$ cat src/inc/srqu_map.vh
/*
  Constants for the status and service-request unit: command codes,
  status bit positions, stream framing and sizes.
  Assumes a parser outside decodes host commands into one-cycle pulses.
*/
// Function
// - Status readout sends both bytes as ASCII decimal.
// - Completed readout clears both status bytes.
// - Clear command zeroes status, withdraws request.
// - Host mask bytes stored as primary, extended.
// - Power-on, test, preset zero mask; none requests.
// - Masked status bit rising raises service request.
// - Service cycle completion clears status, keeps mask.
// - Power-up done sets extended bit two.
// - Primary status bit meanings fixed as listed.
// - Extended bits two, one used; others zero.
// - Status bytes may be read separately; readout here always sends both.
// - State output command sends binary state string.
// - State input command loads controls from string.
// - Frame: preamble, byte count, then binary bytes.
// - End-or-identify goes with the final byte.
// - Payload 4390 bytes; receivers use sent count.
// - Value outputs wait for prior instructions done.
`ifndef SRQU_MAP_VH
`define SRQU_MAP_VH
`define SRQU_CMD_NONE      3'h0
`define SRQU_CMD_STAT_OUT  3'h1
`define SRQU_CMD_CLEAR     3'h2
`define SRQU_CMD_MASK      3'h3
`define SRQU_CMD_STATE_OUT 3'h4
`define SRQU_CMD_STATE_IN  3'h5
`define SRQU_P_EXT         7
`define SRQU_P_RQS         6
`define SRQU_P_SYNTAX      5
`define SRQU_P_SWEEP       4
`define SRQU_P_GET_REV     3
`define SRQU_P_GET         2
`define SRQU_P_ENTRY       1
`define SRQU_P_CAUTION     0
`define SRQU_E_PWR         2
`define SRQU_E_KEY         1
`define SRQU_E_USED        8'h06
`define SRQU_PRE_0         8'h23
`define SRQU_PRE_1         8'h41
`define SRQU_STATE_LEN     16'h1126
`define SRQU_ASCII_0       8'h30
`define SRQU_ASCII_COMMA   8'h2c
`endif

$ cat src/rtl/srqu_top.v
/*
  Status bytes, service-request mask and request output, status readout
  as ASCII text and the framed state-string transfer in both directions.
  Assumes an outside parser that gives command pulses and mask values,
  a byte talker/listener with valid/ready, and a state memory port.
*/
`timescale 1ns/100ps
`include "srqu_map.vh"
module srqu_top
(
  input  wire        sys_clk_in,
  input  wire        rstn_in,
  input  wire        preset_in,
  input  wire        pwr_done_in,
  input  wire [2:0]  cmd_in,
  input  wire        cmd_valid_in,
  input  wire [7:0]  mask_pri_in,
  input  wire [7:0]  mask_ext_in,
  input  wire        busy_in,
  input  wire [7:0]  pri_event_in,
  input  wire        key_event_in,
  input  wire        service_done_in,
  input  wire        tx_ready_in,
  input  wire [7:0]  rx_data_in,
  input  wire        rx_valid_in,
  input  wire        rx_eoi_in,
  input  wire [7:0]  state_rd_data_in,
  output reg  [7:0]  tx_data_out,
  output reg         tx_valid_out,
  output reg         tx_eoi_out,
  output reg         rx_ready_out,
  output reg         srq_out,
  output reg  [7:0]  pri_status_out,
  output reg  [7:0]  ext_status_out,
  output reg  [7:0]  mask_pri_out,
  output reg  [7:0]  mask_ext_out,
  output reg  [12:0] state_addr_out,
  output reg  [7:0]  state_wr_data_out,
  output reg         state_wr_out,
  output reg         state_load_done_out,
  output reg         cmd_ready_out
);
  localparam S_IDLE  = 6'h01;
  localparam S_STAT  = 6'h02;
  localparam S_SOUT  = 6'h04;
  localparam S_SIN   = 6'h08;
  localparam S_WAIT  = 6'h10;
  localparam S_DRAIN = 6'h20;

  reg [5:0]  st_r;
  reg [2:0]  pend_cmd_r;
  reg [3:0]  idx_r;
  reg [12:0] cnt_r;
  reg [15:0] len_r;
  reg [7:0]  snap_pri_r;
  reg [7:0]  snap_ext_r;
  reg        fetch_r;

  wire [7:0] pri_nxt;
  wire [7:0] ext_nxt;
  wire       clr_read;
  wire       clr_cmd;
  wire       rise_hit;
  wire       tx_take;

  // ASCII digit of a byte: position 0 hundreds, 1 tens, 2 units.
  function [7:0] dec_digit;
    input [7:0] v;
    input [1:0] pos;
    reg   [7:0] q;
    begin
      q = 8'h00;
      case (pos)
        2'd0:    q = v / 8'd100;
        2'd1:    q = (v / 8'd10) % 8'd10;
        default: q = v % 8'd10;
      endcase
      dec_digit = `SRQU_ASCII_0 + q;
    end
  endfunction

  // Decimal digits of the payload count, position 0 thousands.
  function [7:0] len_digit;
    input [15:0] v;
    input [1:0]  pos;
    reg   [15:0] q;
    begin
      q = 16'h0000;
      case (pos)
        2'd0:    q = v / 16'd1000;
        2'd1:    q = (v / 16'd100) % 16'd10;
        2'd2:    q = (v / 16'd10) % 16'd10;
        default: q = v % 16'd10;
      endcase
      len_digit = `SRQU_ASCII_0 + q[7:0];
    end
  endfunction

  // Events set status bits; set wins over any clear in the same cycle.
  assign pri_nxt  = pri_event_in;
  assign ext_nxt  = {5'h00, pwr_done_in, key_event_in, 1'b0} & `SRQU_E_USED;
  assign clr_cmd  = cmd_valid_in && cmd_ready_out && cmd_in == `SRQU_CMD_CLEAR;
  assign tx_take  = tx_valid_out && tx_ready_in;
  assign clr_read = (st_r == S_STAT) && tx_take && tx_eoi_out;
  assign rise_hit = |((pri_nxt & ~pri_status_out & mask_pri_out) |
                      (ext_nxt & ~ext_status_out & mask_ext_out));

  always @(posedge sys_clk_in or negedge rstn_in)
  begin
    if (!rstn_in)
    begin
      pri_status_out <= 8'h00;
      ext_status_out <= 8'h00;
      mask_pri_out   <= 8'h00;
      mask_ext_out   <= 8'h00;
      srq_out        <= 1'b0;
    end
    else
    begin
      if (preset_in)
      begin
        mask_pri_out <= 8'h00;
        mask_ext_out <= 8'h00;
      end
      else if (cmd_valid_in && cmd_ready_out && cmd_in == `SRQU_CMD_MASK)
      begin
        mask_pri_out <= mask_pri_in;
        mask_ext_out <= mask_ext_in;
      end
      if (clr_read || clr_cmd || service_done_in)
      begin
        pri_status_out <= pri_nxt;
        ext_status_out <= ext_nxt;
      end
      else
      begin
        pri_status_out <= pri_status_out | pri_nxt;
        ext_status_out <= ext_status_out | ext_nxt;
      end
      if (rise_hit)
        srq_out <= 1'b1;
      else if (clr_read || clr_cmd || service_done_in)
        srq_out <= 1'b0;
    end
  end

  // Command sequencer and byte streams.
  always @(posedge sys_clk_in or negedge rstn_in)
  begin
    if (!rstn_in)
    begin
      st_r                <= S_IDLE;
      pend_cmd_r          <= `SRQU_CMD_NONE;
      idx_r               <= 4'h0;
      cnt_r               <= 13'h0000;
      len_r               <= 16'h0000;
      snap_pri_r          <= 8'h00;
      snap_ext_r          <= 8'h00;
      fetch_r             <= 1'b0;
      tx_data_out         <= 8'h00;
      tx_valid_out        <= 1'b0;
      tx_eoi_out          <= 1'b0;
      rx_ready_out        <= 1'b0;
      state_addr_out      <= 13'h0000;
      state_wr_data_out   <= 8'h00;
      state_wr_out        <= 1'b0;
      state_load_done_out <= 1'b0;
      cmd_ready_out       <= 1'b1;
    end
    else
    begin
      state_wr_out        <= 1'b0;
      state_load_done_out <= 1'b0;
      fetch_r             <= 1'b0;
      case (st_r)
        S_IDLE:
        begin
          idx_r <= 4'h0;
          cnt_r <= 13'h0000;
          if (cmd_valid_in && cmd_ready_out)
          begin
            if (cmd_in == `SRQU_CMD_STAT_OUT || cmd_in == `SRQU_CMD_STATE_OUT)
            begin
              pend_cmd_r    <= cmd_in;
              cmd_ready_out <= 1'b0;
              st_r          <= S_WAIT;
            end
            else if (cmd_in == `SRQU_CMD_STATE_IN)
            begin
              cmd_ready_out <= 1'b0;
              rx_ready_out  <= 1'b1;
              len_r         <= 16'h0000;
              st_r          <= S_SIN;
            end
          end
        end
        S_WAIT:
        begin
          if (!busy_in)
          begin
            snap_pri_r <= pri_status_out;
            snap_ext_r <= ext_status_out;
            st_r <= (pend_cmd_r == `SRQU_CMD_STAT_OUT) ? S_STAT : S_SOUT;
          end
        end
        S_STAT:
        begin
          // Text "ppp,eee": each byte as three digits, comma between.
          if (!tx_valid_out || tx_take)
          begin
            if (tx_take && tx_eoi_out)
            begin
              tx_valid_out  <= 1'b0;
              tx_eoi_out    <= 1'b0;
              cmd_ready_out <= 1'b1;
              st_r          <= S_IDLE;
            end
            else
            begin
              tx_valid_out <= 1'b1;
              idx_r        <= idx_r + 4'h1;
              if (idx_r < 4'h3)
                tx_data_out <= dec_digit(snap_pri_r, idx_r[1:0]);
              else if (idx_r == 4'h3)
                tx_data_out <= `SRQU_ASCII_COMMA;
              else
                tx_data_out <= dec_digit(snap_ext_r, idx_r[1:0]);
              tx_eoi_out <= (idx_r == 4'h6);
            end
          end
        end
        S_SOUT:
        begin
          // Preamble, four-digit count, then the state bytes.
          if (!tx_valid_out || tx_take)
          begin
            if (tx_take && tx_eoi_out)
            begin
              tx_valid_out  <= 1'b0;
              tx_eoi_out    <= 1'b0;
              cmd_ready_out <= 1'b1;
              st_r          <= S_IDLE;
            end
            else if (idx_r < 4'h6)
            begin
              tx_valid_out <= 1'b1;
              idx_r        <= idx_r + 4'h1;
              case (idx_r)
                4'h0:    tx_data_out <= `SRQU_PRE_0;
                4'h1:    tx_data_out <= `SRQU_PRE_1;
                default: tx_data_out <= len_digit(`SRQU_STATE_LEN, idx_r[1:0] - 2'd2);
              endcase
              state_addr_out <= 13'h0000;
              fetch_r        <= (idx_r == 4'h5);
            end
            else if (fetch_r)
              tx_valid_out <= 1'b0;
            else
            begin
              tx_valid_out   <= 1'b1;
              tx_data_out    <= state_rd_data_in;
              tx_eoi_out     <= ({3'h0, state_addr_out} == `SRQU_STATE_LEN - 16'h1);
              state_addr_out <= state_addr_out + 13'h1;
            end
          end
        end
        S_SIN:
        begin
          if (rx_valid_in)
          begin
            idx_r <= (idx_r == 4'hf) ? idx_r : idx_r + 4'h1;
            if (idx_r >= 4'h2 && idx_r < 4'h6)
              len_r <= len_r * 16'd10 + {8'h00, rx_data_in - `SRQU_ASCII_0};
            else if (idx_r >= 4'h6)
            begin
              if ({3'h0, cnt_r} < len_r)
              begin
                state_addr_out    <= cnt_r;
                state_wr_data_out <= rx_data_in;
                state_wr_out      <= 1'b1;
                cnt_r             <= cnt_r + 13'h1;
              end
            end
            if (rx_eoi_in)
            begin
              rx_ready_out        <= 1'b0;
              state_load_done_out <= 1'b1;
              cmd_ready_out       <= 1'b1;
              st_r                <= S_IDLE;
            end
          end
        end
        default:
        begin
          st_r          <= S_IDLE;
          cmd_ready_out <= 1'b1;
        end
      endcase
    end
  end
endmodule

$ cat config.mk
export PLATFORM = sky130hd
export DESIGN_NAME = srqu_top
export DESIGN_NICKNAME = d
export VERILOG_FILES = /design/src/rtl/srqu_top.v
export VERILOG_INCLUDE_DIRS = /design/src /design/src/inc
export SDC_FILE = /design/constraint.sdc
export NUM_CORES = 1
export LEC_CHECK = 0
export BUFFER_PORTS_ARGS = -buffer_cell sky130_fd_sc_hd__buf_2
export CORE_UTILIZATION = 55
export DETAILED_ROUTE_END_ITERATION = 8
export PLACE_DENSITY = 0.73
export SYNTH_ARGS = -nofsm -noshare
export SYNTH_HDL_FRONTEND = slang
export SYNTH_SLANG_ARGS = --single-unit
export TNS_END_PERCENT = 50
$ cat constraint.sdc
create_clock -name sys_clk_in -period 6.7 [get_ports sys_clk_in]
set_input_delay 1.675 -clock sys_clk_in [delete_from_list [all_inputs] [get_ports sys_clk_in]]
set_output_delay 1.675 -clock sys_clk_in [all_outputs]
set_load 0.02 [all_outputs]
==> results_tabular.tex, run 1 <==
\begin{tabular}{lr}
\hline
Metric & Value \\
\hline
\multicolumn{2}{l}{\textbf{Timing}} \\
\quad Count of final max-slew check failures & 0 \\
\quad Final period demand of the worst path & 5530 ps \\
\quad Worst-case headroom to the max-slew limit & 0.348 \\
\quad Maximum clock frequency & 181 MHz \\
\quad Unrepaired setup endpoints after global routing & false \\
\quad Sum of negative setup slack & 0 ps \\
\quad Hold violation total from the final report & 0 \\
\quad Layout Skew & 12.3 ps \\
\quad Post-route fraction of the period consumed by the critical path & 0.825 \\
\quad Setup Viol. Count Final & 0 \\
\quad Actual slew at the worst max-slew pin & 978 ps \\
\multicolumn{2}{l}{\textbf{Clocking}} \\
\quad Clock transition at the registers of the reported paths & 60 ps \\
\quad Clock buffer count from CTS & 17 \\
\quad Clock insertion delay at the later pin of the skew report & 420 ps \\
\quad Post-CTS repair timing setup buffer count & 0 \\
\quad Clk buf depth & 2 \\
\quad TritonCTS clock tree & done \\
\quad Clock root cell & clkbuf\_16 \\
\quad Clock sinks & 114 \\
\quad Post-cts sizing count & 0 \\
\quad Number of levels in the clock H-tree & 4 \\
\quad Count of hold-fix buffers inserted at cts & 0 \\
\multicolumn{2}{l}{\textbf{Layout}} \\
\quad Filler Cells Inserted & 1206 \\
\quad Nets@finish & 1135 \\
\quad Share of layout cells above drive strength 1 & 0.199 \\
\quad Number of diodes added for antenna fixing & 0 \\
\quad Layout Utilization & 0.648 \\
\quad Layout Area Growth over Synthesis & 14.5\% \\
\multicolumn{2}{l}{\textbf{Synthesis}} \\
\quad Number of flops mapped to enable cells by yosys & 0 \\
\quad Post-synthesis area per instance & 8.91 sq um \\
\quad Top cell type's share of synthesized area & 0.340 \\
\quad Most used DFF post-synth & dfrtp\_1 \\
\quad Flop and latch count out of synthesis & 114 \\
\quad Dominant cells by area after synthesis & dfrtp\_1, ha\_1, o21ai\_0, a21oi\_1, nor2\_1 \\
\quad Fraction of synthesis flops using an asynchronous set or reset pin & 1.00 \\
\quad Register area share after synthesis & 0.346 \\
\quad Yosys synthesis warning count & 0 \\
\quad Most instantiated cells after synthesis & dfrtp\_1, nor2\_1, nand2\_1, o21ai\_0 \\
\quad Cell variety after synth & 82 \\
\quad Most frequently used cell type in the post-synthesis netlist & dfrtp\_1 \\
\quad Number of instances in the synthesized netlist & 926 \\
\quad Most area-hungry cell type in the Yosys netlist & dfrtp\_1 \\
\quad Netlist area before placement & 8250 sq um \\
\multicolumn{2}{l}{\textbf{Worst hold path}} \\
\quad Hold Crit Class & reg2reg \\
\multicolumn{2}{l}{\textbf{Global route}} \\
\quad Remaining Overflow, GRT & 0 \\
\quad Global-route layer with the greatest usage & met2 \\
\quad Antenna violations before repair & 0 \\
\quad Maximum number of pins on one net before global-route repair & 59 \\
\quad GR met2 Demand/Resource & 0.377 \\
\quad GR met1 Demand/Resource & 0.375 \\
\quad Global Route Usage Sum & 0.257 \\
\quad Global-route wire length before repair & 32.6 mm \\
\quad Met3 GRT Util & 0.0576 \\
\quad Number of global-route vias before repair & 6609 \\
\multicolumn{2}{l}{\textbf{Power and ir drop}} \\
\quad Static leakage & 0.00459 uW \\
\quad Power density over cell area & 397 nW/um\^{}2 \\
\quad Worst supply voltage drop on vdd & 0.247 mV \\
\multicolumn{2}{l}{\textbf{Drt}} \\
\quad Post-DRT Antenna Nets & 0 \\
\quad Iteration count of the initial detailed-routing pass & 5 \\
\quad Via/cell ratio & 5.81 \\
\quad Violation count after the first detailed-route iteration & 605 \\
\quad Routed length per placed instance & 15.7 microns \\
\quad Wire length reported by the detailed router & 19.1 mm \\
\quad Total DRC errors in the routed layout & 0 \\
\quad Via count of the routed design & 7081 \\
\multicolumn{2}{l}{\textbf{Placement}} \\
\quad Port Buffer Count & 115 \\
\quad RePlAce Congestion & 0.921 \\
\quad Post-DP HPWL & 14.1 mm \\
\multicolumn{2}{l}{\textbf{Floorplanning}} \\
\quad Std cell rows & 44 \\
\quad Die height & 124 microns \\
\quad Initial cell density of the core & 0.566 \\
\quad I/O Pins & 122 \\
\quad Core area & 14600 sq um \\
\quad Total die area & 15500 sq um \\
\quad Horiz. Die Dim & 124 microns \\
\multicolumn{2}{l}{\textbf{Setup path}} \\
\quad Slack of the worst reg-to-reg path & 1170 ps \\
\quad Worst r2r path cells & 26 \\
\quad Worst Setup EP & tx\_data\_out[6]\$\_DFFE\_PN0P\_ \\
\quad Crit Reg-Reg Endpoint & tx\_data\_out[6]\$\_DFFE\_PN0P\_ \\
\quad Worst setup path category & reg2reg \\
\quad Nature of the critical path endpoint & register \\
\quad Critical path launch point & idx\_r[1]\$\_DFFE\_PN0P\_ \\
\quad CP startpoint kind & register \\
\quad Required time reported for the critical path endpoint & 6970 ps \\
\quad RR Startpoint & idx\_r[1]\$\_DFFE\_PN0P\_ \\
\quad Arrival time at the worst endpoint & 5800 ps \\
\quad Max Fanout on Critical Path & 8 \\
\multicolumn{2}{l}{\textbf{Outcome}} \\
\quad Outcome & finished clean \\
\multicolumn{2}{l}{\textbf{Job}} \\
\quad \# Max-Cap Violations & 0 \\
\hline
\end{tabular}
==> metal layers <==
metal / routed length, microns / up-vias
met5: 0 / -
met4: 312 / 0
met3: 984 / 26
met2: 8280 / 203
met1: 9520 / 3321
li1: - / 3531
==> through the flow <==
stage | hold slack [ps] | total power, uW | std cells | worst slack, ps | instance area, sq um
2_1_floorplan | 450 | 2520 | 932 | 1280 | 8280
3_3_place_gp | 459 | 2820 | 1186 | 1430 | 8870
3_5_place_dp | 469 | 2850 | 1186 | 1210 | 8870
4_1_cts | 482 | 3760 | 1218 | 1170 | 9450
5_1_grt | 512 | 4050 | 1218 | 675 | 9450
6_report | 475 | 3750 | 1218 | 1170 | 9450
==> critical path, stage by stage (launching register included) <==
cell and delay [ps]:
dfrtp_1 460, inv_1 150, ha_1 280, nand2b_1 170, ha_1 340, nor2b_1 70, or3_1 340, o31ai_2 330
nor3_1 90, nand2b_1 220, inv_1 110, ha_1 180, a21boi_0 310, nand4_2 210, nand2_4 180, xnor2_2 150
inv_1 70, ha_1 220, o2bb2ai_2 140, a32oi_1 100, a211o_1 260, or3_1 360, ha_1 220, xnor2_1 150
nor2_1 60, nor3_1 120, o21ai_0 100
==> flip-flops by register name, indices dropped and copies added (netlist names) <==
signal               count
len_r                   16
cnt_r                   13
state_addr_out          13
mask_ext_out             8
mask_pri_out             8
pri_status_out           8
snap_pri_r               8
state_wr_data_out        8
tx_data_out              8
st_r                     5
idx_r                    4
pend_cmd_r               3
ext_status_out           2
snap_ext_r               2
cmd_ready_out            1
fetch_r                  1
rx_ready_out             1
srq_out                  1
state_load_done_out      1
state_wr_out             1
tx_eoi_out               1
tx_valid_out             1
==> kinds of logic (layout without fill, tap and decap cells) <==
logic type / count (synthesis) / count (layout) / synth area share
AO/OA/AOI/OAI: 270 / 270 / 0.214
other: 2 / 8 / 0.000910
buffers and inverters: 99 / 201 / 0.0564
flip-flops: 114 / 114 / 0.346
adder cells (fa/ha/maj): 60 / 60 / 0.0928
XOR/XNOR: 41 / 41 / 0.0515
AND/OR/NAND/NOR: 297 / 297 / 0.181
multiplexers: 43 / 43 / 0.0570
==> power breakdown <==
part	internal, uW	total, uW	switching, uW	leakage, uW
logic	809	1900	1090	0.00278
clock network	528	901	374	0.000287
registers	788	946	158	0.00152
==> placed cells by master, fill, tap and decap left out, drive strengths merged, types with 7 or more instances in the layout <==
cell / netlist / routed
a211oi: 8 / 8
a21o: 27 / 27
a21oi: 60 / 60
a22o: 9 / 9
a31oi: 13 / 13
and2: 7 / 7
and3: 17 / 17
buf: 25 / 123
clkbuf: 28 / 17
conb: 2 / 8
dfrtp: 112 / 112
ha: 58 / 58
inv: 46 / 58
mux2: 22 / 22
mux2i: 21 / 21
nand2: 77 / 77
nand2b: 16 / 16
nand3: 23 / 23
nand4: 8 / 8
nor2: 77 / 77
nor2b: 11 / 11
nor3: 21 / 21
o211ai: 7 / 7
o21ai: 78 / 78
o22ai: 11 / 11
o31ai: 13 / 13
xnor2: 27 / 27
xor2: 13 / 13
==> worst min path at each step <==
stage,from,end,cells after the start
floorplan,len_r[15]$_DFFE_PN0P_,len_r[15]$_DFFE_PN0P_,2
global placement,tx_data_out[0]$_DFFE_PN0P_,tx_data_out[0]$_DFFE_PN0P_,2
detailed placement,tx_data_out[3]$_DFFE_PN0P_,tx_data_out[3]$_DFFE_PN0P_,2
CTS,tx_data_out[3]$_DFFE_PN0P_,tx_data_out[3]$_DFFE_PN0P_,2
global route,srq_out$_DFFE_PN0P_,srq_out$_DFFE_PN0P_,1
finish,tx_data_out[3]$_DFFE_PN0P_,tx_data_out[3]$_DFFE_PN0P_,2
==> area by class of cell <==
class                           instances  area [sq um]  area share
Clock inverter                         15           159      0.0168
Tap cell                              184           230      0.0244
Timing Repair Buffer                  123           638      0.0675
Multi-Input combinational cell        719          4970       0.526
Inverter                               46           175      0.0185
Sequential cell                       114          2860       0.302
Clock buffer                           17           425      0.0450
Note: power is estimated with default switching activity, not from simulation.
==> inputs of run 2 (changes only) <==
ABC_AREA = 1   (was default)
PLACE_DENSITY = 0.74   (was 0.73)
clock period = 5.8 ns   (was 6.7 ns; I/O delays follow)
==> results_tabular.tex, run 2 <==
\begin{tabular}{lr}
\hline
Metric & Value \\
\hline
\multicolumn{2}{l}{\textbf{Floorplanning}} \\
\quad Core area & 13900 sq um (-4.5\%) \\
\quad Horiz. Die Dim & 122 microns (-2.1\%) \\
\quad I/O Pins & 122 (unchanged) \\
\quad Total die area & 14900 sq um (-4.1\%) \\
\quad Die height & 122 microns (-2.1\%) \\
\quad Std cell rows & 43 (-2.3\%) \\
\quad Initial cell density of the core & 0.567 (+0.00178) \\
\multicolumn{2}{l}{\textbf{Setup path}} \\
\quad Nature of the critical path endpoint & register \\
\quad Required time reported for the critical path endpoint & 6150 ps (-820 ps) \\
\quad Worst setup path category & reg2reg \\
\quad Critical-path cell with the highest stage delay & dfrtp\_1 \\
\quad Arrival time at the worst endpoint & 5440 ps (-360 ps) \\
\quad Critical path launch point & idx\_r[1]\$\_DFFE\_PN0P\_ \\
\quad Max Fanout on Critical Path & 10 (+2) \\
\quad Family of cells with the greatest summed delay on the critical path & simple AND/OR/NAND/NOR gates \\
\quad CP startpoint kind & register \\
\quad RR Startpoint & idx\_r[1]\$\_DFFE\_PN0P\_ \\
\quad Cell repeated most along the worst path & nand2\_1 \\
\quad Buffers \& Inverters on Critical Path & 5 (+2) \\
\quad Delay contributed by the slowest stage of the critical path & 440 ps (-20 ps) \\
\multicolumn{2}{l}{\textbf{Drt}} \\
\quad Met2 wire length & 9.79 mm (+18\%) \\
\quad Met3 routed wirelength & 798 microns (-19\%) \\
\quad Post-DRT Antenna Nets & 0 (unchanged) \\
\quad Routed length per placed instance & 14.4 microns (-8.3\%) \\
\quad Iteration count of the initial detailed-routing pass & 5 (unchanged) \\
\quad Wire length reported by the detailed router & 19.7 mm (+3.3\%) \\
\quad Via/cell ratio & 5.37 (-7.6\%) \\
\quad Post-route met1 wirelength & 8.74 mm (-8.3\%) \\
\quad Total DRC errors in the routed layout & 0 (unchanged) \\
\quad Violation count after the first detailed-route iteration & 482 (-20\%) \\
\quad Max layer used & met4 \\
\quad Via count of the routed design & 7371 (+4.1\%) \\
\multicolumn{2}{l}{\textbf{Layout}} \\
\quad Max FFs per register & 16 (unchanged) \\
\quad Number of diodes added for antenna fixing & 0 (unchanged) \\
\quad Top library cells by usage in the layout, fill and taps aside & nand2\_1, inv\_1, buf\_2 \\
\quad Filler-free cell count of the finished design & 1372 (+13\%) \\
\quad Register ranked first by flip-flop count & len\_r \\
\quad Nets@finish & 1293 (+14\%) \\
\quad Registers with the most flip-flops & len\_r x16, cnt\_r x13, state\_addr\_out x13 \\
\quad Layout Area Growth over Synthesis & 16.6\% \\
\quad Fin area & 9220 sq um (-2.4\%) \\
\quad Most common library cell in the layout ignoring fill and taps & nand2\_1 \\
\quad Filler Cells Inserted & 1244 (+3.2\%) \\
\quad Share of layout cells above drive strength 1 & 0.176 (-0.0231) \\
\multicolumn{2}{l}{\textbf{Timing}} \\
\quad Setup Viol. Count Final & 0 (unchanged) \\
\quad Post-route worst hold slack & 473 ps (-1.76 ps) \\
\quad Worst-case headroom to the max-slew limit & 0.294 (-0.0541) \\
\quad Final setup margin & 713 ps (-458 ps) \\
\quad Maximum clock frequency & 197 MHz (+8.7\%) \\
\quad Hold violation total from the final report & 0 (unchanged) \\
\quad Count of final max-slew check failures & 0 (unchanged) \\
\quad Layout Skew & 8.78 ps (-3.48 ps) \\
\quad Sum of negative setup slack & 0 ps (unchanged) \\
\quad Final period demand of the worst path & 5090 ps (-442 ps) \\
\quad Post-route fraction of the period consumed by the critical path & 0.877 (+0.0518) \\
\quad Actual slew at the worst max-slew pin & 1050 ps (+73.0 ps) \\
\quad Unrepaired setup endpoints after global routing & false \\
\multicolumn{2}{l}{\textbf{Global route}} \\
\quad Remaining Overflow, GRT & 0 (unchanged) \\
\quad Global Route Usage Sum & 0.282 (+0.0250) \\
\quad Antenna violations before repair & 0 (unchanged) \\
\quad Number of global-route vias before repair & 6995 (+5.8\%) \\
\quad Maximum number of pins on one net before global-route repair & 77 (+31\%) \\
\quad Global-route wire length before repair & 32.9 mm (+0.72\%) \\
\multicolumn{2}{l}{\textbf{Clocking}} \\
\quad Clock root cell & clkbuf\_16 \\
\quad Clock insertion delay at the later pin of the skew report & 420 ps (about the same) \\
\quad Number of levels in the clock H-tree & 4 (unchanged) \\
\quad Post-CTS repair timing setup buffer count & 0 (unchanged) \\
\quad Post-cts sizing count & 0 (unchanged) \\
\quad Clock buffer count from CTS & 17 (unchanged) \\
\quad Clock sinks & 114 (unchanged) \\
\quad Count of hold-fix buffers inserted at cts & 0 (unchanged) \\
\quad TritonCTS clock tree & done \\
\quad Clk buf depth & 2 (unchanged) \\
\quad Clock transition at the registers of the reported paths & 60 ps (about the same) \\
\multicolumn{2}{l}{\textbf{Power and ir drop}} \\
\quad Static leakage & 0.00490 uW (+6.7\%) \\
\quad Worst supply voltage drop on vdd & 0.514 mV (+110\%) \\
\quad Power density over cell area & 588 nW/um\^{}2 (+48\%) \\
\multicolumn{2}{l}{\textbf{Synthesis}} \\
\quad Yosys synthesis warning count & 0 (unchanged) \\
\quad Number of flops mapped to enable cells by yosys & 0 (unchanged) \\
\quad Most area-hungry cell type in the Yosys netlist & dfrtp\_1 \\
\quad Most used DFF post-synth & dfrtp\_1 \\
\quad Dominant cells by area after synthesis & dfrtp\_1, nand2\_1, ha\_1, inv\_1, o21ai\_0 \\
\quad Most frequently used cell type in the post-synthesis netlist & nand2\_1 \\
\quad Flop and latch count out of synthesis & 114 (unchanged) \\
\quad Most instantiated cells after synthesis & nand2\_1, inv\_1, dfrtp\_1, o21ai\_0, nor2\_1 \\
\quad Register area share after synthesis & 0.361 (+0.0151) \\
\quad Top cell type's share of synthesized area & 0.354 (+0.0148) \\
\quad Netlist area before placement & 7910 sq um (-4.2\%) \\
\quad Number of instances in the synthesized netlist & 1059 (+14\%) \\
\quad Cell variety after synth & 58 (-29\%) \\
\quad Post-synthesis area per instance & 7.47 sq um (-16\%) \\
\quad Fraction of synthesis flops using an asynchronous set or reset pin & 1.00 (unchanged) \\
\multicolumn{2}{l}{\textbf{Placement}} \\
\quad RePlAce Congestion & 0.906 (-1.6\%) \\
\quad Port Buffer Count & 115 (unchanged) \\
\quad Area after detailed placement & 8630 sq um (-2.7\%) \\
\quad Dpl cells & 1340 (+13\%) \\
\quad Worst slack, placed & 777 ps (-429 ps) \\
\quad Post-DP HPWL & 14.8 mm (+4.9\%) \\
\multicolumn{2}{l}{\textbf{Worst hold path}} \\
\quad Hold path startpoint & state\_wr\_data\_out[1]\$\_DFFE\_PN0P\_ \\
\quad Hold Crit Class & reg2reg \\
\multicolumn{2}{l}{\textbf{Outcome}} \\
\quad Outcome & finished clean \\
\multicolumn{2}{l}{\textbf{Job}} \\
\quad \# Max-Cap Violations & 0 (unchanged) \\
\hline
\end{tabular}
## run 2: cell types whose count changed after synthesis, sizes merged, moves of 16 or more
cell	previous run	this run
nand3	23	74
nand2b	16	0
and3	17	0
o21ai	78	96
clkbuf	28	12
inv	46	175
nand2	77	225
a21o	27	3
mux2i	21	0
mux2	22	0
## run 2: path summary, 6_finish.rpt
path | endpoint | slack [ps] | cells past startpoint
worst max register to register | tx_data_out[5]$_DFFE_PN0P_ | 710 | 36
worst max-delay path | tx_data_out[5]$_DFFE_PN0P_ | 710 | 36
min in group asynchronous | snap_pri_r[2]$_DFFE_PN0P_ | 1190 | 1
max in group asynchronous | cmd_ready_out$_DFFE_PN1P_ | 3520 | 2
worst min-delay path | state_wr_data_out[1]$_DFFE_PN0P_ | 470 | 2
worst min register to register | state_wr_data_out[1]$_DFFE_PN0P_ | 470 | 2
## run 2: area by class of cell
class,count,area (sq um),share of cell area
clock buffer,21,460,0.0499
clock inverter,11,136,0.0148
inverter,181,679,0.0737
multi-input combinational,747,4270,0.463
sequential,114,2860,0.310
tap,180,225,0.0244
timing repair buffer,118,601,0.0651
## run 2: power by group
part	switching [uW]	leakage [uW]	internal, uW	total (uW)
clock	366	0.000296	693	1060
sequential	152	0.00150	955	1110
combinational	2100	0.00310	1150	3260
total	2620	0.00490	2800	5420
## run 2: per-layer routing
layer,vias up,track usage
met5,-,0
met4,0,0.0918
met3,39,0.0581
met2,170,0.482
met1,3446,0.354
li1,3716,-
## run 2: worst reg2reg max path: cells and delay by family (launching register included)
kind / cells / cell delay (ps)
fa+ha+maj: 5 / 1310
flops: 1 / 440
buf+inv: 5 / 790
simple gates: 24 / 2350
compound gates: 2 / 160
## run 2: kinds of logic (layout without fill, tap and decap cells)
| logic type | after synthesis | in the layout | share of synthesized area |
|---|---|---|---|
| other | 2 | 8 | 0.000950 |
| XOR/XNOR | 25 | 25 | 0.0277 |
| adder cells (fa/ha/maj) | 60 | 60 | 0.0968 |
| AO/OA/AOI/OAI | 211 | 211 | 0.158 |
| AND/OR/NAND/NOR | 443 | 443 | 0.253 |
| flip-flops | 114 | 114 | 0.361 |
| buffers and inverters | 204 | 331 | 0.102 |
## run 2: per-stage QoR
stage	utilization	total power, uW
finish	0.662	5420
global route	0.662	5950
CTS	0.662	5420
detailed placement	0.619	4340
global placement	0.619	4280
floorplan	-	3720
